[src/mrss_pkg.sv]
// Purpose: shared constants and carriers for the reset and shutdown sequencer
// Assumes: clk_sys at 200 MHz
// Notes:   shutdown and long-press times kept in seconds, cycle counts derived from them; reset pulse length given in cycles
package mrss_pkg;
  localparam int unsigned CLK_HZ          = 200_000_000;
  localparam int unsigned SHUTDOWN_SEC    = 60;
  localparam int unsigned LONGPRESS_SEC   = 5;
  localparam longint unsigned SHUTDOWN_CYC =
    longint'(SHUTDOWN_SEC) * longint'(CLK_HZ);
  localparam longint unsigned LONGPRESS_CYC =
    longint'(LONGPRESS_SEC) * longint'(CLK_HZ);
  localparam int unsigned CNT_W           = 40;
  localparam int unsigned WDT_W           = 32;
  localparam int unsigned RST_PULSE_CYC   = 16;
  localparam logic        BOOT_FLASH_RST  = 1'b0;

  typedef enum logic [1:0] {
    MRSS_SD_IDLE  = 2'b00,
    MRSS_SD_WAIT  = 2'b01,
    MRSS_SD_FORCE = 2'b10
  } mrss_sd_e;

  // reset requests produced by the sequencer
  typedef struct packed {
    logic ctrlCold;
    logic ctrlWarm;
    logic payloadCold;
  } mrss_rst_s;
endpackage

[src/mrss_seq.sv]
// Purpose: management reset, graceful shutdown and boot failover sequencer
// Assumes: all inputs synchronous to clk_sys; resetn is management power
// Notes:   reset outputs are pulses stretched to a fixed length
// Overview of operation
// - shutdown request raises power-button request
// - no sleep within 60 s forces off
// - boot watchdog expiry while bootRunning swaps boot flash
// - boot watchdog enabled from reset
// - unkicked firmware watchdog resets controller
// - firmware watchdog expiry also isolates management bus
// - cold reset restores power-up defaults except boot flash selection and, on firmware watchdog expiry, bus isolation
// - cold reset at power application
// - held in reset while power low
// - internal watchdog expiry cold resets controller
// - reset button five seconds: controller cold
// - short reset button press: payload cold
// - warm reset keeps preserved settings
// - payload power activation gives payload cold
// - boot watchdog expiry also payload cold
// - console network powered only handle closed
`timescale 1ns/1ps
module mrss_seq
  import mrss_pkg::*;
#(
  parameter longint unsigned SHUTDOWN_CYCLES  = SHUTDOWN_CYC,
  parameter longint unsigned LONGPRESS_CYCLES = LONGPRESS_CYC,
  parameter int unsigned     WDT_WIDTH        = WDT_W
) (
  // clock, reset and enable
  input  wire logic                 clk_sys,
  input  wire logic                 resetn,
  input  wire logic                 clkEn,
  // shutdown sources and payload handshake
  input  wire logic                 handleOpen,
  input  wire logic                 shutdownCmd,
  input  wire logic                 payloadSleep,
  input  wire logic                 payloadPowerOn,
  output logic                      powerButtonReq,
  output logic                      forcePowerOff,
  // boot supervision
  input  wire logic                 bootRunning,
  input  wire logic                 bootWdogKick,
  input  wire logic                 bootWdogDisable,
  input  wire logic [WDT_WIDTH-1:0] bootWdogTimeout,
  output logic                      bootFlashSel,
  // firmware supervision
  input  wire logic                 fwWdogKick,
  input  wire logic [WDT_WIDTH-1:0] fwWdogTimeout,
  input  wire logic                 intWdogExpire,
  output logic                      mgmtBusIsolate,
  // reset sources and outputs
  input  wire logic                 resetButton,
  input  wire logic                 warmResetCmd,
  output mrss_rst_s                 rstOut,
  output logic                      consoleNetPower
);
  logic bootWdogExpire;
  logic fwWdogExpire;
  // controller cold request, also read by the isolation logic
  logic ctrlColdPend;

  mrss_wdog #(.W(WDT_WIDTH)) uBootWdog (
    .clk_sys (clk_sys),
    .resetn  (resetn),
    .clkEn   (clkEn),
    .enable  (!bootWdogDisable),
    .kick    (bootWdogKick),
    .timeout (bootWdogTimeout),
    .expire  (bootWdogExpire)
  );

  mrss_wdog #(.W(WDT_WIDTH)) uFwWdog (
    .clk_sys (clk_sys),
    .resetn  (resetn),
    .clkEn   (clkEn),
    .enable  (1'b1),
    .kick    (fwWdogKick),
    .timeout (fwWdogTimeout),
    .expire  (fwWdogExpire)
  );

  // graceful shutdown state
  mrss_sd_e         sdState;
  mrss_sd_e         next_sdState;
  logic [CNT_W-1:0] sdCount;
  logic [CNT_W-1:0] next_sdCount;
  logic             next_powerButtonReq;
  logic             next_forcePowerOff;
  logic             handleOpenQ;
  logic             next_handleOpenQ;

  always_comb begin
    next_sdState        = sdState;
    next_sdCount        = sdCount;
    next_powerButtonReq = powerButtonReq;
    next_forcePowerOff  = forcePowerOff;
    next_handleOpenQ    = handleOpen;
    unique case (sdState)
      MRSS_SD_IDLE: begin
        next_forcePowerOff = 1'b0;
        if ((handleOpen && !handleOpenQ) || shutdownCmd) begin
          next_powerButtonReq = 1'b1;
          next_sdCount        = '0;
          next_sdState        = MRSS_SD_WAIT;
        end
      end
      MRSS_SD_WAIT: begin
        if (payloadSleep) begin
          next_powerButtonReq = 1'b0;
          next_sdState        = MRSS_SD_IDLE;
        end else if (sdCount >= CNT_W'(SHUTDOWN_CYCLES - 1)) begin
          next_powerButtonReq = 1'b0;
          next_forcePowerOff  = 1'b1;
          next_sdState        = MRSS_SD_FORCE;
        end else begin
          next_sdCount = sdCount + CNT_W'(1);
        end
      end
      MRSS_SD_FORCE: begin
        // held off until the payload power is seen down
        if (!payloadPowerOn) begin
          next_forcePowerOff = 1'b0;
          next_sdState       = MRSS_SD_IDLE;
        end
      end
      default: begin
        next_sdState = MRSS_SD_IDLE;
      end
    endcase
  end

  always_ff @(posedge clk_sys or negedge resetn) begin
    if (!resetn) begin
      sdState        <= MRSS_SD_IDLE;
      sdCount        <= '0;
      powerButtonReq <= 1'b0;
      forcePowerOff  <= 1'b0;
      handleOpenQ    <= 1'b0;
    end else if (clkEn) begin
      sdState        <= next_sdState;
      sdCount        <= next_sdCount;
      powerButtonReq <= next_powerButtonReq;
      forcePowerOff  <= next_forcePowerOff;
      handleOpenQ    <= next_handleOpenQ;
    end
  end

  // boot flash selection and bus isolation
  logic next_bootFlashSel;
  logic next_mgmtBusIsolate;

  always_comb begin
    next_bootFlashSel   = bootFlashSel;
    next_mgmtBusIsolate = mgmtBusIsolate;
    if (bootWdogExpire && bootRunning) begin
      next_bootFlashSel = !bootFlashSel;
    end
    if (fwWdogExpire) begin
      next_mgmtBusIsolate = 1'b1;
    end else if (ctrlColdPend) begin
      next_mgmtBusIsolate = 1'b0;
    end
  end

  // button timing and reset pulse generation
  logic [CNT_W-1:0] btnCount;
  logic [CNT_W-1:0] next_btnCount;
  logic             btnLong;
  logic             next_btnLong;
  logic             btnQ;
  logic             next_btnQ;
  logic             payloadPowerQ;
  logic             next_payloadPowerQ;
  logic             payloadColdPend;
  logic [4:0]       ctrlColdCnt;
  logic [4:0]       next_ctrlColdCnt;
  logic [4:0]       ctrlWarmCnt;
  logic [4:0]       next_ctrlWarmCnt;
  logic [4:0]       payColdCnt;
  logic [4:0]       next_payColdCnt;
  logic             powerUpDone;

  always_comb begin
    next_btnQ          = resetButton;
    next_payloadPowerQ = payloadPowerOn;
    next_btnCount      = btnCount;
    next_btnLong       = btnLong;
    ctrlColdPend       = 1'b0;
    payloadColdPend    = 1'b0;
    if (resetButton) begin
      if (btnCount >= CNT_W'(LONGPRESS_CYCLES - 1)) begin
        if (!btnLong) begin
          ctrlColdPend = 1'b1;
        end
        next_btnLong = 1'b1;
      end else begin
        next_btnCount = btnCount + CNT_W'(1);
      end
    end else begin
      next_btnCount = '0;
      next_btnLong  = 1'b0;
      if (btnQ && !btnLong) begin
        payloadColdPend = 1'b1;
      end
    end
    if (fwWdogExpire || intWdogExpire) begin
      ctrlColdPend = 1'b1;
    end
    if (!powerUpDone) begin
      ctrlColdPend = 1'b1;
    end
    if (payloadPowerOn && !payloadPowerQ) begin
      payloadColdPend = 1'b1;
    end
    if (bootWdogExpire) begin
      payloadColdPend = 1'b1;
    end
    next_ctrlColdCnt = ctrlColdPend ? 5'(RST_PULSE_CYC)
                     : (ctrlColdCnt != '0) ? ctrlColdCnt - 5'(1) : '0;
    next_ctrlWarmCnt = (warmResetCmd && !ctrlColdPend) ? 5'(RST_PULSE_CYC)
                     : (ctrlWarmCnt != '0) ? ctrlWarmCnt - 5'(1) : '0;
    next_payColdCnt  = payloadColdPend ? 5'(RST_PULSE_CYC)
                     : (payColdCnt != '0) ? payColdCnt - 5'(1) : '0;
  end

  always_ff @(posedge clk_sys or negedge resetn) begin
    if (!resetn) begin
      btnCount       <= '0;
      btnLong        <= 1'b0;
      btnQ           <= 1'b0;
      payloadPowerQ  <= 1'b0;
      ctrlColdCnt    <= '0;
      ctrlWarmCnt    <= '0;
      payColdCnt     <= '0;
      powerUpDone    <= 1'b0;
      mgmtBusIsolate <= 1'b0;
      bootFlashSel   <= BOOT_FLASH_RST;
    end else if (clkEn) begin
      btnCount       <= next_btnCount;
      btnLong        <= next_btnLong;
      btnQ           <= next_btnQ;
      payloadPowerQ  <= next_payloadPowerQ;
      ctrlColdCnt    <= next_ctrlColdCnt;
      ctrlWarmCnt    <= next_ctrlWarmCnt;
      payColdCnt     <= next_payColdCnt;
      powerUpDone    <= 1'b1;
      mgmtBusIsolate <= next_mgmtBusIsolate;
      // flash selection survives a warm reset
      bootFlashSel   <= next_bootFlashSel;
    end
  end

  // controller cold held during reset since resetn is the management power good
  always_comb begin
    // no gap between release and the power-up pulse
    rstOut.ctrlCold    = !resetn || !powerUpDone
                       || (ctrlColdCnt != '0);
    rstOut.ctrlWarm    = resetn && (ctrlWarmCnt != '0);
    rstOut.payloadCold = resetn && (payColdCnt != '0);
    consoleNetPower    = resetn && !handleOpen;
  end
endmodule // mrss_seq

[src/mrss_wdog.sv]
// Purpose: generic down-counting watchdog with restart and enable
// Assumes: synchronous inputs, single clock
// Notes:   expire is a one-cycle pulse; counter reloads on expiry
`timescale 1ns/1ps
module mrss_wdog
  import mrss_pkg::*;
#(
  parameter int unsigned W = WDT_W
) (
  // clock and reset
  input  wire logic         clk_sys,
  input  wire logic         resetn,
  input  wire logic         clkEn,
  // control
  input  wire logic         enable,
  input  wire logic         kick,
  input  wire logic [W-1:0] timeout,
  // status
  output logic              expire
);
  logic [W-1:0] count;
  logic [W-1:0] next_count;
  logic         next_expire;

  always_comb begin
    next_count  = count;
    next_expire = 1'b0;
    if (!enable || kick) begin
      next_count = timeout;
    end else if (count == '0) begin
      next_expire = 1'b1;
      next_count  = timeout;
    end else begin
      next_count = count - W'(1);
    end
  end

  always_ff @(posedge clk_sys or negedge resetn) begin
    if (!resetn) begin
      count  <= '1;
      expire <= 1'b0;
    end else if (clkEn) begin
      count  <= next_count;
      expire <= next_expire;
    end
  end
endmodule // mrss_wdog

[config.mk]
export PLATFORM = sky130hd
export DESIGN_NAME = mrss_seq
export DESIGN_NICKNAME = d
export VERILOG_FILES = /design/src/mrss_pkg.sv /design/src/mrss_seq.sv /design/src/mrss_wdog.sv
export SDC_FILE = /design/constraint.sdc
export NUM_CORES = 1
export LEC_CHECK = 0
export ABC_CLOCK_PERIOD_IN_PS = 2850
export BUFFER_PORTS_ARGS = -buffer_cell sky130_fd_sc_hd__buf_4
export CAP_MARGIN = 20
export CORE_ASPECT_RATIO = 0.9
export CORE_MARGIN = 8
export CORE_UTILIZATION = 30
export CTS_BUF_LIST = sky130_fd_sc_hd__clkbuf_4
export CTS_CLUSTER_SIZE = 30
export DETAILED_ROUTE_END_ITERATION = 7
export PLACE_DENSITY = 0.57
export SLEW_MARGIN = 20
export SYNTH_ARGS = -nofsm -noshare
export SYNTH_HDL_FRONTEND = slang
export SYNTH_SLANG_ARGS = --single-unit
export TNS_END_PERCENT = 5
[constraint.sdc]
create_clock -name clk_sys -period 2.85 [get_ports clk_sys]
set_clock_uncertainty 0.2 [all_clocks]
set_input_delay 0.57 -clock clk_sys [delete_from_list [all_inputs] [get_ports clk_sys]]
set_output_delay 0.57 -clock clk_sys [all_outputs]
set_load 0.005 [all_outputs]
== After elaboration in Yosys (flattened, before gate mapping) ==
Index checks and enable logic that the tools add are counted.

* Bits of input ports: 78
* Register bits: 172
* Word-level logic and storage cells: 122

* Eq/ne operators: 10
* Reduce and logical (&&, ||, !) cells: 38
* Order comparisons: 2
* Mux-type cells: 46
* Add/subtract/negate cells: 7

{| class="wikitable"
|+ Operators by type and width
! operator !! number
|-
| 40-bit two-way mux || 5
|-
| 32-bit two-way mux || 4
|-
| 40-bit by 1-bit adder with 40-bit output, second input constant || 2
|-
| 40-bit case mux with 2 select lines || 1
|-
| 32-bit logical NOT || 2
|-
| 32-bit by 1-bit subtractor with 32-bit output, second input constant || 2
|-
| 40-bit by 30-bit greater-or-equal comparator with 1-bit output, second input constant || 1
|-
| 40-bit by 34-bit greater-or-equal comparator with 1-bit output, second input constant || 1
|-
| 5-bit two-way mux || 6
|-
| 1-bit two-way mux || 23
|-
| 5-bit nonzero test || 3
|-
| 5-bit by 1-bit subtractor with 5-bit output, second input constant || 3
|-
| 2-bit != test, second input constant || 6
|-
| 5-bit AND reduction || 2
|-
| 1-bit logical AND || 8
|-
| 1-bit logical NOT || 8
|-
| 2-bit two-way mux || 4
|-
| 2-bit AND reduction || 4
|-
| 4-bit AND reduction || 2
|-
| 2-bit case mux with 3 select lines || 1
|-
| 1-bit logical OR || 5
|-
| 2-bit nonzero test || 2
|-
| 3-bit != test, second input constant || 1
|-
| 1-bit case mux with 3 select lines || 1
|-
| 6 further kinds || 6
|}

== Depth between registers and ports, before layout ==
* Depth after elaboration: 8
* Gate-level depth with buffers: 10
* Mapped depth without buffers: 9

== Modules after synthesis ==
Synthesis repeated with hierarchy kept, for this count alone.

* Cells, all modules: 1,112
* Area total of the unflattened synthesis: 9,973.3 µm²

{| class="wikitable"
|+ By module, submodules not included
! module !! times used !! area an instance (µm²) !! cells each
|-
| mrss_seq || 1 || 5,406.4 || 588
|-
| mrss_wdog || 2 || 2,283.4 || 262
|}

== Worst setup path before layout ==
No wires, ideal clock.

* Path type: register to register
* Start: reg sdCount[27]
* End: reg sdCount[32]
* Arrival: 2.428 ns
* Period minus slack after synthesis: 2.749 ns
* Setup time: 0.120 ns
* Data required time: 2.530 ns
* Stages on the path, launching flop included: 8
* Slack: 0.101 ns
* Cell sequence: dfrtp_1 -> a2111oi_2 -> nor3b_1 -> nor4_4 -> a31oi_2 -> a2111oi_4 -> a21oi_1 -> a31o_2

* Longest elaborated chain between the ends: 4
* Elaborated cells between the ends (all ways): 7

{| class="wikitable"
|+ Ends and longest elaborated chain
! element !! RTL line !! RTL
|-
| from (decl) || mrss_seq.sv:85 || <nowiki>logic [CNT_W-1:0] sdCount;</nowiki>
|-
| from (signal assigned) || mrss_seq.sv:141 || <nowiki>sdCount <= next_sdCount;</nowiki>
|-
| 40-bit by 1-bit adder with 40-bit output || mrss_seq.sv:116 || <nowiki>next_sdCount = sdCount + CNT_W'(1);</nowiki>
|-
| 40-bit two-way mux || mrss_seq.sv:111 || <nowiki>end else if (sdCount >= CNT_W'(SHUTDOWN_CYCLES - 1)) begin</nowiki>
|-
| 40-bit two-way mux || mrss_seq.sv:108 || <nowiki>if (payloadSleep) begin</nowiki>
|-
| 40-bit case mux with 2 select lines || mrss_seq.sv:98 || <nowiki>unique case (sdState)</nowiki>
|}

Parallel ways exist; a longest one is shown, timed or not. The select of a mux whose other input is x is not followed.
A chain may end at the register's enable or synchronous reset.

== Worst setup path after layout ==
* Start: reg sdCount[36]
* End: reg sdCount[27]

* Longest elaborated chain between the ends: 3

{| class="wikitable"
|+ Ends and longest elaborated chain
! element !! RTL line
|-
| 40-bit by 34-bit greater-or-equal comparator with 1-bit output || mrss_seq.sv:111
|-
| 2-bit != test (no line) || n/a
|-
| 5-bit AND reduction (no line) || n/a
|}

No other way between the ends.

==> flow_summary_export.csv <==
group,metric,value,unit
routing,route.detailed.drc,0,
worst_setup_path,r2r-end,"sdCount[27]",
worst_setup_path,rr_startpoint,"sdCount[36]",
pwr,p_seq_frac,0.531,
floorplanning,start_util,0.306,
sta,slew_viol_final,0,
synth,synth_commonest_cells,"a21oi_1 (117), dfrtp_1 (108), nor2_1 (106)",
synth,synth.distinct_cells,73,
worst_setup_path,reg2reg_depth,8,
floorplanning,die-area,38700,um2
sta,finalSetupViolCount,0,
routing,via_per_inst,5.19,
global_routing,grt.total_usage,0.133,
final_layout,fin_nets,1335,
pwr,leakage,4.75,nW
synth,syn_inst,1133,
floorplanning,row_count,62,
pwr,total_power,5.73,mW
sta,max_freq,353,MHz
clock_tree,path_clk_slew,0.15,ns
synth,ys_ff_latch,172,
worst_setup_path,crit_type,"flip-flop to flip-flop",
synth,yosysSeqAreaShare,0.448,
placement,place_congestion,0.826,
sta,tightest_slew,0.616,ns
synth,synth_edf_count,0,
floorplanning,die_w,206,um
pwr,p_int,3.98,mW
worst_setup_path,required,3.14,ns
final_layout,fill_cells,3291,
sta,timing.hold.ws,0.0608,ns
pwr,switchingPower,1.75,mW
global_routing,globalRoute.totalOverflow,0,
global_routing,grt_pass1_wl,43.2,mm
clock_tree,clockRootBuffer,"clkbuf_4",
min_path,hold_class,"input pin to flip-flop",
routing,ant_nets,0,
routing,vias,8717,
floorplanning,die_height,187,um
floorplanning,ioPinCount,86,
sta,hold_viol,0,
routing,first_pass_iters,5,
synth,async_flop_share,1.00,
pwr,swShare,0.306,
placement,port_buffers,85,
synth,ys_top_cells_by_area,"dfrtp_1 (28%), dfstp_2 (17%), a21oi_1 (6.0%), o21ai_0 (4.4%), nor2_1 (4.1%)",
worst_setup_path,worstPathMaxFanout,5,
synth,synth-main-ff-cell,"dfrtp_1",
final_layout,area_growth,19.6,%
pwr,p_comb_frac,0.189,
floorplanning,core-area,32000,um2
synth,synth_warnings,0,
clock_tree,cts_tree,"built",
worst_setup_path,arrival,3.13,ns
min_path,hold_path_end,"uBootWdog.count[15]",
min_path,worstHoldStart,"bootWdogTimeout[15]",
clock_tree,tritoncts.num_buffers,17,
worst_setup_path,startpoint_type,"flip-flop",
global_routing,grt_pass1_vias,8558,
pwr,power_density,489,nW/um2
min_path,holdPathStages,3,
run,cap_violations,0,
global_routing,antenna_found_initial,1,
sta,maxSlewHeadroom,0.590,
sta,period_minus_slack,2.84,ns
pwr,peakVddDrop,0.242,mV
synth,yosys.area.top_type_share,0.276,
worst_setup_path,end_kind,"flip-flop",
routing,finalWirelength,25.6,mm
routing,drtIter0Drc,484,
synth,synth.most_common_cell,"a21oi_1",
sta,fin_setup_tns,0,ns
pwr,p_clk_frac,0.280,
final_layout,drive_gt1_frac,0.228,
sta,rsz0062_at_grt,"true",
clock_tree,clk_path_buf_depth,2,
worst_setup_path,r2r_slack,0.01,ns
synth,syn_nets,1220,
global_routing,grt_max_degree,135,
synth,synth_area_per_cell,8.64,um2
clock_tree,htreeDepth,4,
sta,min_period_over_period,0.995,
clock_tree,clock_latency,0.58,ns
placement,dpl.hpwl,18.0,mm
synth,yosysTopAreaCell,"dfrtp_1",
status,status,"finished clean",
routing,routedWlPerCell,15.3,um
synth,syn_area,9790,um2
clock_tree,cts_num_sinks,172,
## power by group through the flow
stage | Sequential (mW) | Combinational, mW | Clock [mW]
2_1_floorplan | 3.00 | 0.696 | 0
3_3_place_gp | 3.06 | 1.06 | 0
3_5_place_dp | 3.06 | 1.08 | 0
4_1_cts | 3.03 | 1.09 | 1.68
5_1_grt | 3.09 | 1.24 | 1.79
6_report | 3.04 | 1.08 | 1.61
## per-layer routing
metal  up-vias  track usage  wire (um)
met3        14       0.0300       1030
met2       152        0.206      11600
met4         0       0.0243        192
li1       4372            -          -
met5         -            0          0
met1      4179        0.189      12800
## stage by stage
stage / utilization / std cells / cell area [um2] / worst slack (ns)
CTS: 0.363 / 1673 / 11600 / -0.0410
detailed placement: 0.351 / 1638 / 11300 / -0.0969
global placement: 0.351 / 1638 / 11300 / -0.0250
finish: 0.366 / 1678 / 11700 / 0.0149
floorplan: - / 1133 / 9790 / 0.101
global route: 0.366 / 1678 / 11700 / -0.123
## kinds of logic (layout without fill, tap and decap cells)
group           after synthesis  count (layout)  synth area share
compound gates              323             323             0.205
xor+xnor                     30              30            0.0268
fa+ha+maj                     9               9            0.0115
buf+inv                     100             228            0.0396
flops                       172             172             0.448
mux                           5               5           0.00537
other cells                   0               1                 0
simple gates                494             494             0.264
## worst max-delay path, stage by stage (launching register included)
cell,delay [ns]
dfrtp_1,0.39
or4_1,0.57
nor4_4,0.23
buf_4,0.19
nand4_2,0.22
a2111oi_4,0.48
buf_4,0.21
nand4_1,0.10
a21oi_1,0.18
## cell type report
cell class                 count  area, um2  share of cell area
clock inverter                12        171              0.0146
timing repair buffer         154       1220               0.104
tap                          416        520              0.0444
antenna                        1       2.50            0.000214
inverter                      42        158              0.0135
sequential                   172       4390               0.374
clock buffer                  20        150              0.0128
multi-input combinational    861       5100               0.436
## how the worst max path moves through the flow
stage | from | end | cells past startpoint
4_1_cts | sdCount[27] | sdCount[17] | 9
6_report | sdCount[36] | sdCount[27] | 8
2_1_floorplan | sdCount[27] | sdCount[32] | 7
5_1_grt | sdCount[36] | sdCount[27] | 8
3_3_place_gp | handleOpen | sdCount[17] | 10
3_5_place_dp | sdCount[27] | sdCount[17] | 9
## state kept, by name, summed over array words and instances (netlist names)
signal	count
bootFlashSel	1
btnCount	40
btnLong	1
btnQ	1
ctrlColdCnt	5
ctrlWarmCnt	5
forcePowerOff	1
handleOpenQ	1
mgmtBusIsolate	1
payColdCnt	5
payloadPowerQ	1
powerButtonReq	1
powerUpDone	1
sdCount	40
sdState	2
uBootWdog.count	32
uBootWdog.expire	1
uFwWdog.count	32
uFwWdog.expire	1
## repair_timing
action / in CTS / in global routing
pin swaps: 0 / 2
setup endpoints to repair: 6 / 47
hold buffers: 3 / 0
gates resized for setup: 4 / 12
hold endpoints to repair: 21 / 0
buffers inserted: 0 / 4
## cell usage in the layout, fill, tap and decap left out, types with 5 or more instances in the layout
cell type / n
a21o_1: 17
a21oi_1: 115
a22o_1: 6
a22oi_1: 8
a31o_2: 7
and2_1: 25
and3_1: 15
buf_4: 145
clkbuf_4: 20
dfrtp_1: 107
dfstp_2: 64
ha_1: 9
inv_1: 42
nand2_1: 95
nand2b_1: 13
nand3_1: 67
nand3b_1: 6
nand4_1: 31
nor2_1: 105
nor3_1: 34
nor3_2: 5
nor4_1: 24
o21a_1: 10
o21ai_0: 87
o21ai_1: 7
o22ai_1: 9
o311ai_0: 6
o31ai_1: 5
or2_2: 5
or3_1: 24
or4_1: 10
xnor2_1: 27
(Power assumes the default switching activity.)
